**src/hdl/odc_defs.vh**
```
// Register offsets, field positions, reset values and codes for the output divider/delay block
`ifndef ODC_DEFS_VH
`define ODC_DEFS_VH
`define ODC_ADDR_OUT3_DELAY 8'h2c
`define ODC_ADDR_OUT3_DRV 8'h2d
`define ODC_ADDR_OUT3_MODE 8'h2f
`define ODC_ADDR_OUT4_DIV_HI 8'h30
`define ODC_ADDR_OUT4_DIV_MID 8'h31
`define ODC_ADDR_OUT4_DIV_LO 8'h32
`define ODC_ADDR_OUT4_PHASE 8'h33
`define ODC_RST_VAL 8'h00
`define ODC_COARSE_MSB 5
`define ODC_FINE_LSB 6
`define ODC_EXT_FINE_BIT 4
`define ODC_FUSE_LSB 6
`define ODC_FINE_STEP_PS 30
`define ODC_FINE_MAX_STEPS 3'h4
`define ODC_SUP_1V8 2'h0
`define ODC_SUP_2V5 2'h1
`define ODC_SUP_3V3 2'h2
`define ODC_DRV_LVDS 3'h0
`define ODC_DRV_PECL 3'h1
`define ODC_DRV_CML 3'h2
`define ODC_DRV_HCSL 3'h3
`define ODC_DRV_BLVDS 3'h4
`define ODC_DRV_PECL2 3'h5
`define ODC_MODE_DIFF_EXT 4'h0
`define ODC_MODE_DIFF_PU 4'h2
`define ODC_MODE_DIFF_PD 4'h1
`define ODC_MODE_SE_P 4'h4
`define ODC_MODE_SE_N 4'h8
`define ODC_MODE_SE_PN 4'hc
`endif

```
**src/hdl/odc_output_channel.v**
```verilog
// Output channel configuration registers, divider and delay for outputs three and four
//
// Behaviour
// Divider ratio is 20 bits: high nibble, middle byte, low byte.
// Coarse delay is six-bit code times whole VCO periods, 0 to 63.
// Fine delay is delay bits 7:6, zero to three 30 ps steps.
// Extended fine bit makes fine delay three bits, zero to four steps.
// Supply code: 00 is 1.8 V, 01 is 2.5 V, 10 is 3.3 V.
// Driver code: LVDS, PECL, CML, HCSL, boosted LVDS, PECL without current.
// Fuse pattern 01 or 10 means written, 00 or 11 not written.
// Four mode bits pick termination or single-ended drive per pin.
// Phase select routes true or complement phase onto each driven pin in single-ended modes only.
// Output clock is VCO divided by divider (0 or 1 divides by two), delayed by the coarse delay code.
`include "odc_defs.vh"
`default_nettype none
module odc_output_channel #(
   parameter ADDR_W = 8
) (
   input wire clock,
   input wire rst_b,
   input wire reg_wr,
   input wire reg_rd,
   input wire [ADDR_W-1:0] reg_addr,
   input wire [7:0] reg_wdata,
   output reg [7:0] reg_rdata_r,
   output reg clk_out_p_r,
   output reg clk_out_n_r,
   output reg pull_up_r,
   output reg pull_down_r,
   output reg [1:0] output_supply_code_r,
   output reg [2:0] driver_standard_code_r,
   output reg [2:0] fine_steps_r,
   output reg fuse_written_r
);
   // ----------------------------------------
   // Register file
   // ----------------------------------------
   reg [7:0] delay_r;
   reg [7:0] drv_r;
   reg [7:0] mode_r;
   reg [7:0] div_hi_r;
   reg [7:0] div_mid_r;
   reg [7:0] div_lo_r;
   reg [7:0] phase_r;
   reg [7:0] reg_rdata_nxt;
   // Read mux sees stored values, so a write in the same cycle reads old data
   always @* begin
      reg_rdata_nxt = reg_rdata_r;
      if (reg_rd) begin
         if (reg_addr == `ODC_ADDR_OUT3_DELAY) reg_rdata_nxt = delay_r;
         else if (reg_addr == `ODC_ADDR_OUT3_DRV) reg_rdata_nxt = drv_r;
         else if (reg_addr == `ODC_ADDR_OUT3_MODE) reg_rdata_nxt = mode_r;
         else if (reg_addr == `ODC_ADDR_OUT4_DIV_HI) reg_rdata_nxt = div_hi_r;
         else if (reg_addr == `ODC_ADDR_OUT4_DIV_MID) reg_rdata_nxt = div_mid_r;
         else if (reg_addr == `ODC_ADDR_OUT4_DIV_LO) reg_rdata_nxt = div_lo_r;
         else if (reg_addr == `ODC_ADDR_OUT4_PHASE) reg_rdata_nxt = phase_r;
         else reg_rdata_nxt = 8'h00;
      end
   end
   always @(posedge clock or negedge rst_b) begin
      if (!rst_b) begin
         delay_r <= `ODC_RST_VAL;
         drv_r <= `ODC_RST_VAL;
         mode_r <= `ODC_RST_VAL;
         div_hi_r <= `ODC_RST_VAL;
         div_mid_r <= `ODC_RST_VAL;
         div_lo_r <= `ODC_RST_VAL;
         phase_r <= `ODC_RST_VAL;
         reg_rdata_r <= 8'h00;
      end else begin
         if (reg_wr) begin
            if (reg_addr == `ODC_ADDR_OUT3_DELAY) delay_r <= reg_wdata;
            else if (reg_addr == `ODC_ADDR_OUT3_DRV) drv_r <= reg_wdata;
            else if (reg_addr == `ODC_ADDR_OUT3_MODE) mode_r <= reg_wdata;
            else if (reg_addr == `ODC_ADDR_OUT4_DIV_HI) div_hi_r <= {4'h0, reg_wdata[3:0]};
            else if (reg_addr == `ODC_ADDR_OUT4_DIV_MID) div_mid_r <= reg_wdata;
            else if (reg_addr == `ODC_ADDR_OUT4_DIV_LO) div_lo_r <= reg_wdata;
            else if (reg_addr == `ODC_ADDR_OUT4_PHASE) phase_r <= reg_wdata;
         end
         reg_rdata_r <= reg_rdata_nxt;
      end
   end

   // ----------------------------------------
   // Decode of configuration fields
   // ----------------------------------------
   wire [19:0] output_divider_value = {div_hi_r[3:0], div_mid_r, div_lo_r};
   wire [5:0] output_delay_code = delay_r[`ODC_COARSE_MSB:0];
   wire [3:0] mode_bits = mode_r[3:0];
   wire [1:0] phase_sel = phase_r[7:6];
   wire [2:0] fine_code = {mode_r[`ODC_EXT_FINE_BIT], delay_r[`ODC_FINE_LSB+1:`ODC_FINE_LSB]};
   reg [2:0] fine_nxt;
   reg se_p;
   reg se_n;
   always @* begin
      // Extended bit tops a three-bit code; undefined codes above four hold at four
      if (fine_code > `ODC_FINE_MAX_STEPS) begin
         fine_nxt = `ODC_FINE_MAX_STEPS;
      end else begin
         fine_nxt = fine_code;
      end
      se_p = 1'b0;
      se_n = 1'b0;
      case (mode_bits)
         `ODC_MODE_SE_P: se_p = 1'b1;
         `ODC_MODE_SE_N: se_n = 1'b1;
         `ODC_MODE_SE_PN: begin
            se_p = 1'b1;
            se_n = 1'b1;
         end
         default: begin
            se_p = 1'b0;
            se_n = 1'b0;
         end
      endcase
   end

   // ----------------------------------------
   // Divider and coarse delay on the VCO clock (clock stands in for VCO)
   // ----------------------------------------
   reg [19:0] div_cnt_r;
   reg [5:0] dly_cnt_r;
   reg div_clk_r;
   reg true_clock_phase;
   // Zero or one divider toggles every cycle, giving half the VCO rate, the same as a divider of two
   wire div_bypass = (output_divider_value < 20'h2);
   // Odd ratios keep the exact period; the high phase is one cycle longer
   wire [19:0] div_last = output_divider_value - 20'h1;
   wire [19:0] div_high_len = output_divider_value - {1'b0, output_divider_value[19:1]};
   wire div_wrap = (div_cnt_r >= div_last);
   wire [19:0] div_cnt_nxt = div_wrap ? 20'h0 : div_cnt_r + 20'h1;
   // A new delay code replays older history, so the pin may glitch once
   reg [63:0] dly_line_r;
   always @(posedge clock or negedge rst_b) begin
      if (!rst_b) begin
         div_cnt_r <= 20'h0;
         div_clk_r <= 1'b0;
         dly_line_r <= 64'h0;
         true_clock_phase <= 1'b0;
         dly_cnt_r <= 6'h0;
      end else begin
         if (div_bypass) begin
            div_cnt_r <= 20'h0;
            div_clk_r <= ~div_clk_r;
         end else begin
            div_cnt_r <= div_cnt_nxt;
            div_clk_r <= (div_cnt_nxt < div_high_len);
         end
         dly_cnt_r <= output_delay_code;
         dly_line_r <= {dly_line_r[62:0], div_clk_r};
         // Tap zero is the undelayed divider output
         true_clock_phase <= (dly_cnt_r == 6'h0) ? div_clk_r : dly_line_r[dly_cnt_r - 6'h1];
      end
   end
   wire complement_clock_phase = ~true_clock_phase;

   // ----------------------------------------
   // Pin routing and clock pin registers
   // ----------------------------------------
   // Phase codes; code three swaps the pins
   localparam PH_STRAIGHT = 2'h0;
   localparam PH_BOTH_TRUE = 2'h1;
   localparam PH_BOTH_COMP = 2'h2;
   reg positive_pin_drive;
   reg negative_pin_drive;
   always @* begin
      case (phase_sel)
         PH_STRAIGHT: begin
            positive_pin_drive = true_clock_phase;
            negative_pin_drive = complement_clock_phase;
         end
         PH_BOTH_TRUE: begin
            positive_pin_drive = true_clock_phase;
            negative_pin_drive = true_clock_phase;
         end
         PH_BOTH_COMP: begin
            positive_pin_drive = complement_clock_phase;
            negative_pin_drive = complement_clock_phase;
         end
         default: begin
            positive_pin_drive = complement_clock_phase;
            negative_pin_drive = true_clock_phase;
         end
      endcase
   end
   always @(posedge clock or negedge rst_b) begin
      if (!rst_b) begin
         clk_out_p_r <= 1'b0;
         clk_out_n_r <= 1'b0;
      end else begin
         // Undriven single-ended pin is held low, never left to float
         if (se_p | se_n) begin
            clk_out_p_r <= se_p & positive_pin_drive;
            clk_out_n_r <= se_n & negative_pin_drive;
         end else begin
            clk_out_p_r <= true_clock_phase;
            clk_out_n_r <= complement_clock_phase;
         end
      end
   end

   // ----------------------------------------
   // Static configuration outputs
   // ----------------------------------------
   always @(posedge clock or negedge rst_b) begin
      if (!rst_b) begin
         pull_up_r <= 1'b0;
         pull_down_r <= 1'b0;
         output_supply_code_r <= `ODC_SUP_1V8;
         driver_standard_code_r <= `ODC_DRV_LVDS;
         fine_steps_r <= 3'h0;
         fuse_written_r <= 1'b0;
      end else begin
         pull_up_r <= (mode_bits == `ODC_MODE_DIFF_PU);
         pull_down_r <= (mode_bits == `ODC_MODE_DIFF_PD);
         output_supply_code_r <= drv_r[4:3];
         driver_standard_code_r <= drv_r[2:0];
         // Fine steps are only reported; sub-cycle delay belongs to the pin driver
         fine_steps_r <= fine_nxt;
         fuse_written_r <= ^mode_r[`ODC_FUSE_LSB+1:`ODC_FUSE_LSB];
      end
   end
endmodule // odc_output_channel
`default_nettype wire

```
**config.mk**
```make
export PLATFORM = sky130hd
export DESIGN_NAME = odc_output_channel
export DESIGN_NICKNAME = d
export VERILOG_FILES = /design/src/hdl/odc_output_channel.v
export VERILOG_INCLUDE_DIRS = /design/src /design/src/hdl
export SDC_FILE = /design/constraint.sdc
export NUM_CORES = 1
export LEC_CHECK = 0
export BUFFER_PORTS_ARGS = -buffer_cell sky130_fd_sc_hd__buf_2
export CAP_MARGIN = 40
export CORE_MARGIN = 3
export CORE_UTILIZATION = 30
export DETAILED_ROUTE_END_ITERATION = 10
export HOLD_SLACK_MARGIN = 0.03
export MAX_ROUTING_LAYER = met4
export REMOVE_ABC_BUFFERS = 1
export SETUP_SLACK_MARGIN = 0.05
export SLEW_MARGIN = 20
export SYNTH_ARGS = -nofsm -noshare
export SYNTH_HDL_FRONTEND = slang
export SYNTH_SLANG_ARGS = --single-unit
```
**constraint.sdc**
```tcl
create_clock -name clock -period 6.1 [get_ports clock]
set_input_delay 0.915 -clock clock [delete_from_list [all_inputs] [get_ports clock]]
set_output_delay 0.915 -clock clock [all_outputs]
set_load 0.01 [all_outputs]
```
==> out/results.ini <==
[power]
p_clk_share_pct = 38.1
comb_power_share_pct = 19.0
switching_share_pct = 29.7
cellLeakagePower_nw = 4.76
p_int_w = 0.00190
ir_worst_vdd_uv = 201
p_seq_share_pct = 42.9
p_per_area_nw_per_um2 = 261
switchingPower_w = 0.000802

[logic_synthesis]
synth_cells = 811
synthFlopType = dfrtp_1
synth_edf_count = 0
ys_seq_elements = 165
synth-async-reset-ratio_pct = 100
synth_warnings = 0
yosys.cell_types.count = 65
synth_area_um2 = 9130
synth_seq_area_share_pct = 45.2
syn_avg_cell_area_um2 = 11.3

[global_routing]
antenna_found_initial = 0
groute.usage.overall_pct = 13.6
grt_pass1_vias = 6363
gr-total-overflow = 0
grt_pass1_wl_um = 34200
grt_max_degree = 60

[finish]
antenna_cells = 0
postLayoutCoreUtil_pct = 34.7
drive_gt1_share_pct = 17.8
layout_commonest_cell = dfrtp_1
area_delta_synth_final_pct = 13.2
stdcell_area_um2 = 10300
layout_common_cells = dfrtp_1 (165), ha_1 (86), nor2_1 (70)
nNetsFinal = 964

[timing]
slew_headroom_pct = 46.3
finalClockSkew_ns = 0.0125
worst_pin_slew_ns = 0.801
whs_ns = 0.365
finalHoldViolCount = 0
period_share_pct = 90.1
max_freq_mhz = 182
fin_ws_ns = 0.606
rsz0062_at_grt = no
finalSetupTns_ns = 0
slew_violations = 0
layout_min_cycle_time_ns = 5.49
setup_viol = 0

[placed_design]
port_buffers = 40
dpl-instance-area_um2 = 9760
hpwl_um = 15900
routabilityCongestion = 0.845
dp_slack_ns = 0.489

[worst_setup_path]
path_class = reg -> reg
crit_arrival_ns = 5.81
endpoint_kind = flop
endpoint = div_clk_r
crit_path_max_fanout = 18
worstPathRequired_ns = 6.42
reg2reg_to = div_clk_r
crit_start = div_lo_r[2]
startpoint_type = flop
reg2reg_depth = 23
worstReg2RegStart = div_lo_r[2]
r2r_slack_ns = 0.61

[floorplan]
num_rows = 63
core-area_um2 = 29800
start_util_pct = 30.6
ios = 41
dieArea_um2 = 32600
die_width_um = 180
die_h_um = 180

[drt]
viasPerCell = 5.00
route.detailed.drc = 0
first_iter_violations = 420
wl_per_cell_um = 16.8
routed_wl_um = 21200
vias = 6300
postRouteAntennaNets = 0
firstDrtPassIters = 4

[cts]
htree_levels = 4
clk_latency_ns = 0.43
clock_sinks = 165
clkTransAtPathRegs_ns = 0.07
hold_buffers = 0
cts_tree = yes
numCtsBuffers = 17
cts_root_buffer = clkbuf_16
cts_buffer_depth = 2

[outcome]
status = completed

[worst_hold_path]
hold_class = reg -> reg

[job]
maxCapViolations = 0

## sequential cells by signal (all words and copies together) (netlist names), 2 cells and up
register                flops
reg_rdata_r                 8
div_mid_r                   8
drv_r                       8
driver_standard_code_r      3
dly_cnt_r                   6
div_hi_r                    4
fine_steps_r                3
delay_r                     8
phase_r                     8
div_cnt_r                  20
mode_r                      8
dly_line_r                 64
output_supply_code_r        2
div_lo_r                    8
## worst min-delay path by stage
stage	slack, ns	to	from	cells past startpoint
5_1_grt	0.38	dly_line_r[35]	dly_line_r[34]	0
2_1_floorplan	0.35	dly_line_r[10]	dly_line_r[9]	0
3_3_place_gp	0.35	dly_line_r[39]	dly_line_r[38]	0
3_5_place_dp	0.36	dly_line_r[39]	dly_line_r[38]	0
4_1_cts	0.37	dly_line_r[35]	dly_line_r[34]	0
6_report	0.36	dly_line_r[35]	dly_line_r[34]	0
## synth_stat cells, drive strengths merged (5+ instances only)
library cell | instances | area [µm²]
a211oi | 5 | 37.5
nor2 | 75 | 294
nand4 | 12 | 75.1
o21bai | 7 | 52.6
xnor2 | 34 | 298
mux2 | 47 | 529
nand2b | 8 | 50.1
ha | 86 | 1080
clkbuf | 9 | 33.8
nor3 | 15 | 96.4
nand3 | 32 | 160
o21a | 5 | 37.5
nand2 | 34 | 130
nor2b | 13 | 81.3
a21o | 16 | 120
dfrtp | 165 | 4130
mux2i | 8 | 80.1
o21ai | 27 | 135
buf | 12 | 65.1
a21oi | 32 | 160
mux4 | 20 | 450
a22oi | 12 | 90.1
inv | 44 | 165
and3 | 6 | 37.5
xor2 | 21 | 203
## final cells by class
class | instances | area (µm²)
inverters | 44 | 165
flip-flops and latches | 165 | 4130
repair buffers | 48 | 264
fillers | 3010 | 19500
clock inverters | 14 | 126
multi-input cells | 581 | 4740
clock buffers | 18 | 429
well taps | 390 | 488
## power groups by stage
stage | sequential (W) | clock [W] | combinational, W
final | 0.00116 | 0.00103 | 0.000513
after global routing | 0.00116 | 0.00111 | 0.000572
after CTS | 0.00116 | 0.00106 | 0.000518
after detailed placement | 0.00118 | 0 | 0.000514
after global placement | 0.00118 | 0 | 0.000505
after floorplan | 0.00118 | 0 | 0.000339
## stage by stage
step           total power, W  instances
2_1_floorplan         0.00151        790
3_3_place_gp          0.00168       1225
3_5_place_dp          0.00169       1225
4_1_cts               0.00274       1257
5_1_grt               0.00284       1260
6_report              0.00270       1260
## cell families after synthesis
logic type | synth area share, %
AOI/OAI and AO/OA | 10.6
xor gates and xnor gates | 5.48
adders and majority gates | 12.0
buffers and inverters | 2.89
DFF | 45.2
muxes | 11.6
and+or+nand+nor | 12.2
## repair_timing
| item | CTS | global route |
|---|---|---|
| gates resized for setup | 0 | 0 |
| setup buffers | 0 | 2 |
| endpoints found under the setup margin | 0 | 1 |
## worst max-delay path, stage by stage (launching register included)
cell       delay (ns)
dfrtp_1          0.49
inv_1            0.16
ha_1             0.21
a21boi_0         0.28
o21a_1           0.19
o21ai_0          0.12
a21oi_1          0.32
nand3_1          0.14
xnor2_1          0.14
ha_1             0.29
a21o_1           0.16
a21o_1           0.17
a21o_1           0.17
a222oi_1         0.52
nand2_2          0.07
buf_4            0.22
nor2_1           0.12
ha_1             0.16
nand3_1          0.10
or3_1            0.42
or4_1            0.53
nor3_1           0.15
nand3_1          0.09
o2bb2ai_1        0.14
## routing by layer
layer / global-route usage, % / wire length (µm) / up-vias
met5: - / 0 / -
met4: 4.14 / 350 / 0
met3: 2.50 / 716 / 24
met2: 21.4 / 10200 / 110
met1: 17.8 / 9890 / 3141
li1: - / - / 3025
Note: power is estimated with default switching activity, not from simulation.
